### src/rak_map.vh
// Register map, field positions, reset values and timing counts of the
// ramp and amplitude keying block.
// Assumes inclusion by bare name from the design files of this block.
`ifndef RAK_MAP_VH
`define RAK_MAP_VH

// ---------------------------------------------------------------
// Register byte addresses
// ---------------------------------------------------------------
`define RAK_ADDR_CTRL1 8'h00
`define RAK_ADDR_CTRL2 8'h04
`define RAK_ADDR_UPPER 8'h08
`define RAK_ADDR_LOWER 8'h0c
`define RAK_ADDR_RISE_STEP 8'h10
`define RAK_ADDR_FALL_STEP 8'h14
`define RAK_ADDR_RATE 8'h18
`define RAK_ADDR_STATUS 8'h1c
`define RAK_ADDR_RAMP_VALUE 8'h20
`define RAK_ADDR_LAST_PLAIN 8'h20
`define RAK_ADDR_PROF_BASE 8'h40
`define RAK_ADDR_PROF_LAST 8'h7c

// ---------------------------------------------------------------
// Control word one fields
// ---------------------------------------------------------------
`define RAK_KEY_EN_BIT 8
`define RAK_KEY_EXT_BIT 9
`define RAK_LOAD_RATE_BIT 15

// ---------------------------------------------------------------
// Control word two fields
// ---------------------------------------------------------------
`define RAK_CLEAR_BIT 14
`define RAK_NODWELL_LO 17
`define RAK_NODWELL_HI 18
`define RAK_RAMP_EN_BIT 19
`define RAK_DEST_LO 20
`define RAK_DEST_HI 21

// ---------------------------------------------------------------
// Rate word and profile word fields
// ---------------------------------------------------------------
`define RAK_RATE_P_LO 0
`define RAK_RATE_P_HI 15
`define RAK_RATE_N_LO 16
`define RAK_RATE_N_HI 31
`define RAK_PHASE_LO 0
`define RAK_PHASE_HI 15
`define RAK_AMP_LO 16
`define RAK_AMP_HI 27

// ---------------------------------------------------------------
// Reset values
// ---------------------------------------------------------------
`define RAK_CTRL1_RST 32'h00000000
`define RAK_CTRL2_RST 32'h00000000
`define RAK_UPPER_RST 32'hffffffff
`define RAK_LOWER_RST 32'h00000000
`define RAK_STEP_RST 32'h00000001
`define RAK_RATE_RST 32'h00010001

// ---------------------------------------------------------------
// Timing: system clock periods per synthesis clock period
// ---------------------------------------------------------------
`define RAK_SYNTH_DIV 24

`endif

### src/rak_pin_sync.v
// Two-stage synchroniser with edge detection for a group of pins.
// Assumes asynchronous pins and a single system clock.
`timescale 1ns/1ps
`default_nettype none

module rak_pin_sync #(
  parameter WIDTH = 7
) (
  input wire aclk,
  input wire aresetn,
  input wire [WIDTH-1:0] pin,
  output wire [WIDTH-1:0] level,
  output wire [WIDTH-1:0] rise,
  output wire [WIDTH-1:0] fall
);

  genvar i;
  generate
    for (i = 0; i < WIDTH; i = i + 1) begin : g_bit
      reg meta;
      reg stable;
      reg last;
      always @(posedge aclk) begin
        if (!aresetn) begin
          meta <= 1'b0;
          stable <= 1'b0;
          last <= 1'b0;
        end else begin
          meta <= pin[i];
          stable <= meta;
          last <= stable;
        end
      end
      assign level[i] = stable;
      assign rise[i] = stable & ~last;
      assign fall[i] = ~stable & last;
    end
  endgenerate

endmodule

`default_nettype wire

### src/rak_ramp_keying.v
// Ramp generator and amplitude keying stage with an AXI4-Lite register port.
// Assumes pins from outside the clock domain and an AXI4-Lite master on aclk.
//
// Contract
// - Enabled keying overrides every other amplitude source
// - Keying disabled ignores keying pin and controls
// - External keying: pin low zero, high scale
// - Profile pins pick one of eight scale factors
// - Ramp disabled ignores controls, stops its clocks
// - Destination bits route ramp to frequency/phase/amplitude
// - Unused upper ramp bits ignored for phase/amplitude
// - Separate limits, rise/fall step sizes and intervals
// - Hold pin high freezes the ramp
// - Non-destination parameters come from active profile
// - No-dwell 00: direction pin level sensitive, hold limit
// - No-dwell 01: falling edge one-shot, return upper
// - No-dwell 10: rising edge one-shot, return lower
// - No-dwell 11: continuous, edges reverse direction immediately
// - Ramp control changes wait for update pin
// - Ramp output stays within upper and lower limits
// - Step interval is 24 times rate timer value
`timescale 1ns/1ps
`default_nettype none
`include "rak_map.vh"

module rak_ramp_keying #(
  parameter SYNTH_DIV = `RAK_SYNTH_DIV,
  parameter PROFILES = 8
) (
  input wire aclk,
  input wire aresetn,
  input wire [7:0] s_axi_awaddr,
  input wire [2:0] s_axi_awprot,
  input wire s_axi_awvalid,
  output reg s_axi_awready,
  input wire [31:0] s_axi_wdata,
  input wire [3:0] s_axi_wstrb,
  input wire s_axi_wvalid,
  output reg s_axi_wready,
  output reg [1:0] s_axi_bresp,
  output reg s_axi_bvalid,
  input wire s_axi_bready,
  input wire [7:0] s_axi_araddr,
  input wire [2:0] s_axi_arprot,
  input wire s_axi_arvalid,
  output reg s_axi_arready,
  output reg [31:0] s_axi_rdata,
  output reg [1:0] s_axi_rresp,
  output reg s_axi_rvalid,
  input wire s_axi_rready,
  input wire ramp_direction_pin,
  input wire ramp_hold_pin,
  input wire amplitude_keying_pin,
  input wire io_update_pin,
  input wire [2:0] profile_pin,
  output reg [31:0] freq_word,
  output reg [15:0] phase_word,
  output reg [11:0] amp_word
);

  localparam [1:0] RESP_OKAY = 2'b00;
  localparam [1:0] RESP_SLVERR = 2'b10;
  localparam [1:0] MODE_HOLD = 2'b00;
  localparam [1:0] MODE_FALL_SHOT = 2'b01;
  localparam [1:0] MODE_RISE_SHOT = 2'b10;
  localparam [1:0] MODE_CONT = 2'b11;
  localparam [4:0] DIV_LAST = SYNTH_DIV[4:0] - 5'h01;

  // ---------------------------------------------------------------
  // Pin synchronisation
  // ---------------------------------------------------------------
  wire [6:0] pin_level;
  wire [6:0] pin_rise;
  wire [6:0] pin_fall;

  rak_pin_sync #(.WIDTH(7)) u_sync (
    .aclk(aclk),
    .aresetn(aresetn),
    .pin({profile_pin, io_update_pin, amplitude_keying_pin, ramp_hold_pin,
          ramp_direction_pin}),
    .level(pin_level),
    .rise(pin_rise),
    .fall(pin_fall)
  );

  wire dir_level = pin_level[0];
  wire dir_rise = pin_rise[0];
  wire dir_fall = pin_fall[0];
  wire hold_level = pin_level[1];
  wire key_level = pin_level[2];
  wire update = pin_rise[3];
  wire [2:0] profile_sel = pin_level[6:4];

  // ---------------------------------------------------------------
  // Register storage
  // ---------------------------------------------------------------
  reg [31:0] ctrl1;
  reg [31:0] ctrl2;
  reg [31:0] ctrl2_act;
  reg [31:0] upper;
  reg [31:0] lower;
  reg [31:0] rise_step;
  reg [31:0] fall_step;
  reg [31:0] rate;
  reg [31:0] prof_freq [0:PROFILES-1];
  reg [31:0] prof_pa [0:PROFILES-1];

  reg [31:0] acc;
  reg ramp_up;
  reg busy;

  function [31:0] merge;
    input [31:0] old;
    input [31:0] data;
    input [3:0] strb;
    integer b;
    begin
      merge = old;
      for (b = 0; b < 4; b = b + 1) begin
        if (strb[b]) begin
          merge[b*8 +: 8] = data[b*8 +: 8];
        end
      end
    end
  endfunction

  function mapped;
    input [7:0] addr;
    begin
      mapped = (addr <= `RAK_ADDR_LAST_PLAIN) ||
               (addr >= `RAK_ADDR_PROF_BASE && addr <= `RAK_ADDR_PROF_LAST);
    end
  endfunction

  // ---------------------------------------------------------------
  // AXI4-Lite write channel
  // ---------------------------------------------------------------
  reg [7:0] wr_addr;
  reg [31:0] wr_data;
  reg [3:0] wr_strb;
  wire wr_go = !s_axi_awready && !s_axi_wready && !s_axi_bvalid;
  wire [7:0] wr_word = {wr_addr[7:2], 2'b00};
  wire [2:0] wr_prof = wr_word[5:3];

  always @(posedge aclk) begin
    if (!aresetn) begin
      s_axi_awready <= 1'b1;
      s_axi_wready <= 1'b1;
      s_axi_bvalid <= 1'b0;
      s_axi_bresp <= RESP_OKAY;
      wr_addr <= 8'h00;
      wr_data <= 32'h00000000;
      wr_strb <= 4'h0;
    end else begin
      if (s_axi_awvalid && s_axi_awready) begin
        s_axi_awready <= 1'b0;
        wr_addr <= s_axi_awaddr;
      end
      if (s_axi_wvalid && s_axi_wready) begin
        s_axi_wready <= 1'b0;
        wr_data <= s_axi_wdata;
        wr_strb <= s_axi_wstrb;
      end
      if (wr_go) begin
        s_axi_bvalid <= 1'b1;
        s_axi_bresp <= mapped(wr_word) ? RESP_OKAY : RESP_SLVERR;
      end
      if (s_axi_bvalid && s_axi_bready) begin
        s_axi_bvalid <= 1'b0;
        s_axi_awready <= 1'b1;
        s_axi_wready <= 1'b1;
      end
    end
  end

  always @(posedge aclk) begin
    if (!aresetn) begin
      ctrl1 <= `RAK_CTRL1_RST;
      ctrl2 <= `RAK_CTRL2_RST;
      upper <= `RAK_UPPER_RST;
      lower <= `RAK_LOWER_RST;
      rise_step <= `RAK_STEP_RST;
      fall_step <= `RAK_STEP_RST;
      rate <= `RAK_RATE_RST;
    end else if (wr_go) begin
      case (wr_word)
        `RAK_ADDR_CTRL1: ctrl1 <= merge(ctrl1, wr_data, wr_strb);
        `RAK_ADDR_CTRL2: ctrl2 <= merge(ctrl2, wr_data, wr_strb);
        `RAK_ADDR_UPPER: upper <= merge(upper, wr_data, wr_strb);
        `RAK_ADDR_LOWER: lower <= merge(lower, wr_data, wr_strb);
        `RAK_ADDR_RISE_STEP: rise_step <= merge(rise_step, wr_data, wr_strb);
        `RAK_ADDR_FALL_STEP: fall_step <= merge(fall_step, wr_data, wr_strb);
        `RAK_ADDR_RATE: rate <= merge(rate, wr_data, wr_strb);
        default: ;
      endcase
    end
  end

  // Profile words: freq at base + 8*i, phase and scale at base + 8*i + 4
  genvar p;
  generate
    for (p = 0; p < PROFILES; p = p + 1) begin : g_prof
      always @(posedge aclk) begin
        if (!aresetn) begin
          prof_freq[p] <= 32'h00000000;
          prof_pa[p] <= 32'h00000000;
        end else if (wr_go && wr_word[7:6] == 2'b01 && wr_prof == p) begin
          if (wr_word[2]) begin
            prof_pa[p] <= merge(prof_pa[p], wr_data, wr_strb);
          end else begin
            prof_freq[p] <= merge(prof_freq[p], wr_data, wr_strb);
          end
        end
      end
    end
  endgenerate

  // ---------------------------------------------------------------
  // AXI4-Lite read channel
  // ---------------------------------------------------------------
  wire [7:0] rd_word = {s_axi_araddr[7:2], 2'b00};
  wire [31:0] ramp_lim;
  reg [31:0] rd_mux;

  always @* begin
    rd_mux = 32'h00000000;
    case (rd_word)
      `RAK_ADDR_CTRL1: rd_mux = ctrl1;
      `RAK_ADDR_CTRL2: rd_mux = ctrl2;
      `RAK_ADDR_UPPER: rd_mux = upper;
      `RAK_ADDR_LOWER: rd_mux = lower;
      `RAK_ADDR_RISE_STEP: rd_mux = rise_step;
      `RAK_ADDR_FALL_STEP: rd_mux = fall_step;
      `RAK_ADDR_RATE: rd_mux = rate;
      `RAK_ADDR_STATUS: rd_mux = {24'h000000, profile_sel, busy, ramp_up,
                                  hold_level, key_level, ctrl2_act[`RAK_RAMP_EN_BIT]};
      `RAK_ADDR_RAMP_VALUE: rd_mux = ramp_lim;
      default: begin
        if (rd_word[7:6] == 2'b01) begin
          rd_mux = rd_word[2] ? prof_pa[rd_word[5:3]] : prof_freq[rd_word[5:3]];
        end
      end
    endcase
  end

  always @(posedge aclk) begin
    if (!aresetn) begin
      s_axi_arready <= 1'b1;
      s_axi_rvalid <= 1'b0;
      s_axi_rdata <= 32'h00000000;
      s_axi_rresp <= RESP_OKAY;
    end else begin
      if (s_axi_arvalid && s_axi_arready) begin
        s_axi_arready <= 1'b0;
        s_axi_rvalid <= 1'b1;
        s_axi_rdata <= rd_mux;
        s_axi_rresp <= mapped(rd_word) ? RESP_OKAY : RESP_SLVERR;
      end
      if (s_axi_rvalid && s_axi_rready) begin
        s_axi_rvalid <= 1'b0;
        s_axi_arready <= 1'b1;
      end
    end
  end

  // ---------------------------------------------------------------
  // Ramp control registered on update
  // ---------------------------------------------------------------
  wire ramp_en = ctrl2_act[`RAK_RAMP_EN_BIT];
  wire ramp_clear = ctrl2_act[`RAK_CLEAR_BIT];
  wire [1:0] mode = ctrl2_act[`RAK_NODWELL_HI:`RAK_NODWELL_LO];
  wire [1:0] dest = ctrl2_act[`RAK_DEST_HI:`RAK_DEST_LO];
  wire en_start = update && ctrl2[`RAK_RAMP_EN_BIT] && !ramp_en;
  wire rate_load = update && ctrl1[`RAK_LOAD_RATE_BIT];

  always @(posedge aclk) begin
    if (!aresetn) begin
      ctrl2_act <= `RAK_CTRL2_RST;
    end else if (update) begin
      ctrl2_act <= ctrl2;
    end
  end

  // ---------------------------------------------------------------
  // Synthesis clock enable and step timer
  // ---------------------------------------------------------------
  reg [4:0] div_cnt;
  reg [15:0] tmr;
  wire synth_tick = ramp_en && (div_cnt == DIV_LAST);
  wire [15:0] interval = ramp_up ? rate[`RAK_RATE_P_HI:`RAK_RATE_P_LO]
                                 : rate[`RAK_RATE_N_HI:`RAK_RATE_N_LO];
  wire [15:0] tmr_next = tmr + 16'h0001;
  wire tmr_reload = en_start || dir_rise || dir_fall || rate_load;
  wire step_now = synth_tick && !hold_level && !ramp_clear && !tmr_reload &&
                  (tmr_next >= interval);

  always @(posedge aclk) begin
    if (!aresetn) begin
      div_cnt <= 5'h00;
      tmr <= 16'h0000;
    end else if (!ramp_en) begin
      div_cnt <= 5'h00;
      tmr <= 16'h0000;
    end else begin
      if (!hold_level) begin
        div_cnt <= synth_tick ? 5'h00 : div_cnt + 5'h01;
      end
      if (tmr_reload) begin
        tmr <= 16'h0000;
      end else if (step_now) begin
        tmr <= 16'h0000;
      end else if (synth_tick && !hold_level) begin
        tmr <= tmr_next;
      end
    end
  end

  // ---------------------------------------------------------------
  // Ramp accumulator and direction
  // ---------------------------------------------------------------
  wire [32:0] up_sum = {1'b0, acc} + {1'b0, rise_step};
  wire [32:0] low_sum = {1'b0, lower} + {1'b0, fall_step};
  wire hit_upper = up_sum >= {1'b0, upper};
  wire hit_lower = {1'b0, acc} <= low_sum;
  wire [31:0] acc_up = hit_upper ? upper : up_sum[31:0];
  wire [31:0] acc_down = hit_lower ? lower : acc - fall_step;
  wire shot = (mode == MODE_FALL_SHOT) || (mode == MODE_RISE_SHOT);

  always @(posedge aclk) begin
    if (!aresetn) begin
      acc <= 32'h00000000;
      ramp_up <= 1'b0;
      busy <= 1'b0;
    end else if (en_start) begin
      acc <= (ctrl2[`RAK_NODWELL_HI:`RAK_NODWELL_LO] == MODE_FALL_SHOT) ? upper : lower;
      ramp_up <= dir_level;
      busy <= 1'b0;
    end else if (!ramp_en || hold_level) begin
      acc <= acc;
    end else if (ramp_clear) begin
      acc <= lower;
      busy <= 1'b0;
    end else begin
      case (mode)
        MODE_HOLD: begin
          ramp_up <= dir_level;
          if (step_now) begin
            acc <= ramp_up ? acc_up : acc_down;
          end
        end
        MODE_FALL_SHOT: begin
          if (!busy) begin
            if (dir_fall) begin
              busy <= 1'b1;
              ramp_up <= 1'b0;
            end
          end else if (step_now) begin
            acc <= hit_lower ? upper : acc_down;
            busy <= !hit_lower;
          end
        end
        MODE_RISE_SHOT: begin
          if (!busy) begin
            if (dir_rise) begin
              busy <= 1'b1;
              ramp_up <= 1'b1;
            end
          end else if (step_now) begin
            acc <= hit_upper ? lower : acc_up;
            busy <= !hit_upper;
          end
        end
        MODE_CONT: begin
          if (ramp_up && dir_fall) begin
            ramp_up <= 1'b0;
          end else if (!ramp_up && dir_rise) begin
            ramp_up <= 1'b1;
          end else if (step_now) begin
            acc <= ramp_up ? acc_up : acc_down;
            if (ramp_up && hit_upper) begin
              ramp_up <= 1'b0;
            end else if (!ramp_up && hit_lower) begin
              ramp_up <= 1'b1;
            end
          end
        end
        default: acc <= acc;
      endcase
      if (!shot) begin
        busy <= 1'b0;
      end
    end
  end

  // Limits reprogrammed under a running ramp still bound the output
  assign ramp_lim = (acc > upper) ? upper : (acc < lower) ? lower : acc;

  // ---------------------------------------------------------------
  // Parameter routing and amplitude keying
  // ---------------------------------------------------------------
  wire [31:0] cur_pa = prof_pa[profile_sel];
  wire [11:0] prof_scale = cur_pa[`RAK_AMP_HI:`RAK_AMP_LO];
  wire key_en = ctrl1[`RAK_KEY_EN_BIT];
  wire key_ext = ctrl1[`RAK_KEY_EXT_BIT];

  always @(posedge aclk) begin
    if (!aresetn) begin
      freq_word <= 32'h00000000;
      phase_word <= 16'h0000;
      amp_word <= 12'h000;
    end else begin
      if (ramp_en && dest == 2'b00) begin
        freq_word <= ramp_lim;
      end else begin
        freq_word <= prof_freq[profile_sel];
      end
      if (ramp_en && dest == 2'b01) begin
        phase_word <= ramp_lim[15:0];
      end else begin
        phase_word <= cur_pa[`RAK_PHASE_HI:`RAK_PHASE_LO];
      end
      if (key_en) begin
        amp_word <= (key_ext && !key_level) ? 12'h000 : prof_scale;
      end else if (ramp_en && dest[1]) begin
        amp_word <= ramp_lim[11:0];
      end else begin
        amp_word <= prof_scale;
      end
    end
  end

endmodule

`default_nettype wire

### config.mk
export PLATFORM = sky130hd
export DESIGN_NAME = rak_ramp_keying
export DESIGN_NICKNAME = d
export VERILOG_FILES = /design/src/rak_pin_sync.v /design/src/rak_ramp_keying.v
export VERILOG_INCLUDE_DIRS = /design/src
export SDC_FILE = /design/constraint.sdc
export NUM_CORES = 2
export LEC_CHECK = 0
export BUFFER_PORTS_ARGS = -buffer_cell sky130_fd_sc_hd__buf_4
export CORE_ASPECT_RATIO = 1.4
export CORE_MARGIN = 10
export CORE_UTILIZATION = 29
export CTS_CLUSTER_SIZE = 14
export DETAILED_ROUTE_END_ITERATION = 10
export SETUP_SLACK_MARGIN = 0.05
export SYNTH_ARGS = -nofsm -noshare
export SYNTH_HDL_FRONTEND = slang
export SYNTH_SLANG_ARGS = --single-unit
### constraint.sdc
create_clock -name aclk -period 5.2 [get_ports aclk]
set_clock_uncertainty 0.1 [all_clocks]
set_input_delay 0.26 -clock aclk [delete_from_list [all_inputs] [get_ports aclk]]
set_output_delay 0.26 -clock aclk [all_outputs]
set_load 0.02 [all_outputs]
==> results by stage <==
Power and ir drop:
- The worst ir drop on vdd is roughly 320 uV.
- Overall power consumption after layout is estimated at between 15 and 20 mW.
- The leakage power summed over all cells is between 20 and 30 nW.
- Power spread over the standard cell area amounts to 259 mW/mm2.

Critical path:
- On the critical path, the stage with the largest delay is an instance of ha_1.
- STA classifies the critical path endpoint as a flop.
- At the worst endpoint, the arrival time is 5.98 ns.
- The cell repeated most along the worst path is buf_4.
- In this run the worst path has a maximum fanout of 8.
- The gate family responsible for the most delay along the worst path is compound AO/OA/AOI/OAI gates.
- STA classifies the critical path startpoint as a flop.
- By startpoint and endpoint, the worst setup path is classified as flop to flop.
- The number of buffers and inverters on the critical path is 7.
- For this run, the slowest stage of the critical path takes roughly 0.34 ns.
- Data on the critical path is required at its endpoint by roughly 5.8 ns.

Layout:
- The non-filler instance count after layout is a little under 9000.
- The share of post-route cells with drive strength above 1 is 0.206.
- The multi-input combinational cells in the finished layout cover a total of about 0.032 mm2.
- The area taken by flip-flops and latches is approximately 0.024 mm2.
- The number of nets in the layout is around 6300.
- The finished cells cover approximately 0.07 mm2.
- The growth of design area from synthesis to finish is 20.5%.
- The filler cells instantiated in the layout total between 15000 and 20000.

Clock network:
- The root buffer selected by CTS is clkbuf_16.
- TritonCTS built the clock tree.
- The clock passes through at most 3 buffers.
- The maximum level of the CTS H-tree is 3.
- CTS saw between 900 and 1000 sinks.
- Clock-pin slew was measured on the worst setup and hold paths at approximately 0.080 ns.
- The number of clock buffers added by TritonCTS is 103.
- The latest clock arrival within the worst-skew pair is roughly 0.76 ns.

Timing:
- The final max-slew violation count is 0.
- For this run, the top clock speed supported by timing is roughly 190 MHz.
- The final worst slack is -0.197 ns.
- For the pin with the worst max-slew slack, the measured transition is 1.31 ns.
- For the final routed database, the setup TNS stands at -3.70 ns.
- Setup violations remaining at the end of the flow were counted as 30.
- Dividing the final minimum period by the clock period gives 1.04.
- The count of endpoints failing hold in the final timing report is 0.
- The final critical delay including setup and external delays is about 5.4 ns.
- The relative max-transition margin is 0.125.
- Setup repair after global routing could not meet its margin everywhere.

Floorplanning:
- The area of the core region is just under 0.2 mm2.
- The width of the chip is 396 um.
- From bottom edge to top edge, the die measures around 550 um.
- The floorplan step defined a die boundary enclosing about 0.22 mm2.
- In this run the core area contains between 150 and 200 standard-cell rows.
- The initial core utilization is 0.291.
- The number of I/O pins is roughly 170.

GRT:
- The wire length of the first global-routing pass is approximately 360 mm.
- The number of global-route vias before repair is 50400.
- The final global-route overflow total is 0.
- In the global route stage, overall resource usage came out at 0.221.
- The maximum number of pins on one net before global-route repair is between 100 and 150.
- The initial antenna violation count is 19.

Route:
- Once detail routing completed, the nets flagged for antenna violations numbered 0.
- The average detailed-routed wire length per instance is between 20 and 30 um.
- After detailed routing, the number of vias per cell comes to just under 6.
- For this run, design rule violations remaining after detail routing come to 0.
- Across all layers, the routed design uses 51300 vias.
- The DRC violation total after the first TritonRoute iteration is approximately 6000.
- The first TritonRoute pass finished after 6 iterations.
- The total wire length is approximately 250 mm.

Job:
- Across the run, the number of max-cap violations was 0.

Yosys:
- The count of different cell masters after synthesis is 85.
- The fraction of registers with async set or reset after synthesis is 0.
- The cell count after synthesis came out at ~5700.
- After synthesis, the largest family of logic cells by area is compound AO/OA/AOI/OAI gates.
- The XOR/XNOR share of the synthesized area is 0.0168.
- The post-synthesis mux area share is 0.131.
- The share of the synthesized area in compound gates (AO/OA/AOI/OAI) is 0.166.
- Yosys mapped a number of flops with a built-in enable equal to 512.
- Of the total synthesized cell area, the portion taken by AND, OR, NAND and NOR gates is 0.165.
- The count of state elements after synthesis is between 900 and 1000.
- The proportion of synthesized chip area in sequential cells is 0.422.
- Of the total synthesized cell area, the portion taken by full adders, half adders and majority gates is 0.0543.
- The number of warnings reported in the yosys synthesis log is 0.
- The post-synthesis instance area is between 0.05 and 0.06 mm2.
- The post-synthesis average cell area is about 10 um2.
- The top flip-flop cell by instance count after synthesis is edfxtp_1.

Placement:
- The routability congestion estimate is between 1 and 1.5.
- Counting tap cells, the placed design contains a total of roughly 8500 instances.
- The HPWL after detailed placement is between 150 and 200 mm.
- The standard cell area after detailed placement is 0.0635 mm2.
- The number of I/O port buffers is between 150 and 200.

Min path:
- The worst hold-check path type is input port to flop.

Run status:
- The flow ran to the end, but the final reports show violations.
- The checks that failed: negative setup slack.
-- per-stage QoR --
stage                     utilization  hold WS [ns]  worst slack, ns
after CTS                       0.348        0.0288           -0.334
after global routing            0.351        0.0980           -0.396
final                           0.351        0.0867           -0.197
after global placement          0.323         0.313           -0.767
after floorplan                     -         0.260            0.104
after detailed placement        0.323         0.321           -0.822
-- path summary, 6_finish.rpt --
kind,from,depth (start not counted),to,slack (ns)
setup / recovery,lower[10]$_SDFFE_PN0P_,28,acc[20]$_SDFFE_PN0P_,-0.20
hold / removal,s_axi_araddr[7],5,s_axi_rresp[1]$_SDFFE_PN0P_,0.09
setup reg to reg,lower[10]$_SDFFE_PN0P_,28,acc[20]$_SDFFE_PN0P_,-0.20
hold reg to reg,u_sync.g_bit[6].meta$_SDFF_PN0_,1,u_sync.g_bit[6].stable$_SDFF_PN0_,0.33
-- cell type report --
cell class                      count  share of cell area
Antenna cell                        9            0.000326
Clock buffer                      146              0.0426
Clock inverter                     48             0.00921
Inverter                          146             0.00793
Multi-Input combinational cell   4119               0.457
Sequential cell                   954               0.351
Tap cell                         2632              0.0476
Timing Repair Buffer              705              0.0844
-- cells in the final DEF, fill, tap and decap left out, drive strengths merged, types with 30 or more instances in the layout --
cell type and count:
dlygate4sd3 57, o21ai 227, nor2 229, dfxtp 442
mux2i 254, o221ai 57, a21o 58, and3 527
a21boi 213, ha 244, xnor2 68, nor3 55
nor2b 46, clkbuf 148, a211oi 53, edfxtp 512
nand2 604, and2 40, inv 154, a21oi 248
o211ai 91, o22ai 30, mux4 202, nand3 287
nand4 47, a22oi 69, a221oi 31, a221o 58
o21a 54, xor2 42, mux2 32, buf 646
-- logic make-up after synthesis --
| kind of cell | after synthesis |
|---|---|
| AO/OA/AOI/OAI | 1362 |
| XOR/XNOR | 110 |
| adder cells (fa/ha/maj) | 247 |
| buffers and inverters | 647 |
| flip-flops | 954 |
| multiplexers | 488 |
| other | 1 |
| AND/OR/NAND/NOR | 1910 |
-- Yosys cell counts, types with 42 or more instances --
master / number / area share
dfxtp_1: 442 / 0.15
mux4_2: 202 / 0.079
and3_1: 527 / 0.057
clkbuf_1: 415 / 0.027
a21o_1: 58 / 0.0076
nor2_1: 229 / 0.015
xnor2_1: 68 / 0.010
o211ai_1: 82 / 0.011
a211oi_1: 51 / 0.0067
a21boi_0: 213 / 0.028
ha_1: 244 / 0.053
edfxtp_1: 512 / 0.27
xor2_1: 42 / 0.0064
a21oi_1: 248 / 0.022
o221ai_1: 57 / 0.0087
nor2b_1: 46 / 0.0050
inv_1: 142 / 0.0093
a221o_1: 58 / 0.010
nor3_1: 55 / 0.0048
mux2i_1: 254 / 0.044
a22oi_1: 69 / 0.0090
nand3_1: 287 / 0.025
nand2_1: 604 / 0.040
o21ai_0: 212 / 0.019
o21a_1: 54 / 0.0071
nand4_1: 47 / 0.0051
-- timing repair --
| item | in CTS | in global routing |
|---|---|---|
| gates resized for setup | 152 | 117 |
| hold endpoints to repair | 81 | 0 |
| setup endpoints to repair | 34 | 34 |
| setup buffers | 21 | 26 |
| hold buffers | 57 | 0 |
| pin swaps | 75 | 89 |
| gates cloned | 2 | 1 |
-- power by group --
| group | switching, mW | internal, mW | leakage [nW] |
|---|---|---|---|
| Clock | 3.48 | 4.49 | 1.74 |
| Sequential | 0.306 | 8.13 | 8.86 |
| Combinational | 0.942 | 0.558 | 17.1 |
| Total | 4.72 | 13.2 | 27.7 |
-- state kept, by name, indices dropped and copies added (netlist names), 5 cells and up --
| name | flops |
|---|---|
| prof_freq | 256 |
| prof_pa | 256 |
| acc | 32 |
| ctrl1 | 32 |
| ctrl2 | 32 |
| fall_step | 32 |
| freq_word | 32 |
| lower | 32 |
| rate | 32 |
| rise_step | 32 |
| s_axi_rdata | 32 |
| upper | 32 |
| wr_data | 32 |
| phase_word | 16 |
| tmr | 16 |
| amp_word | 12 |
| u_sync.g_bit.meta | 7 |
| u_sync.g_bit.stable | 7 |
| ctrl2_act | 6 |
| wr_addr | 6 |
| div_cnt | 5 |
-- worst reg2reg max path: cells and delay by family, from the launching register on --
family          cells  cell delay, ns
buf+inv             7            1.10
fa+ha+maj           2            0.61
flops               1            0.32
simple gates        5            0.73
xor+xnor            1            0.18
compound gates     13            2.29
-- per-layer routing --
layer	routed length [um]	share of wire	global-route usage	vias up
li1	-	-	-	22200
met1	92100	0.37	0.261	25200
met2	114000	0.46	0.356	2997
met3	22100	0.088	0.0454	814
met4	22000	0.088	0.156	12
met5	83	0.00033	0	-
Power figures use the tool's default switching activity.
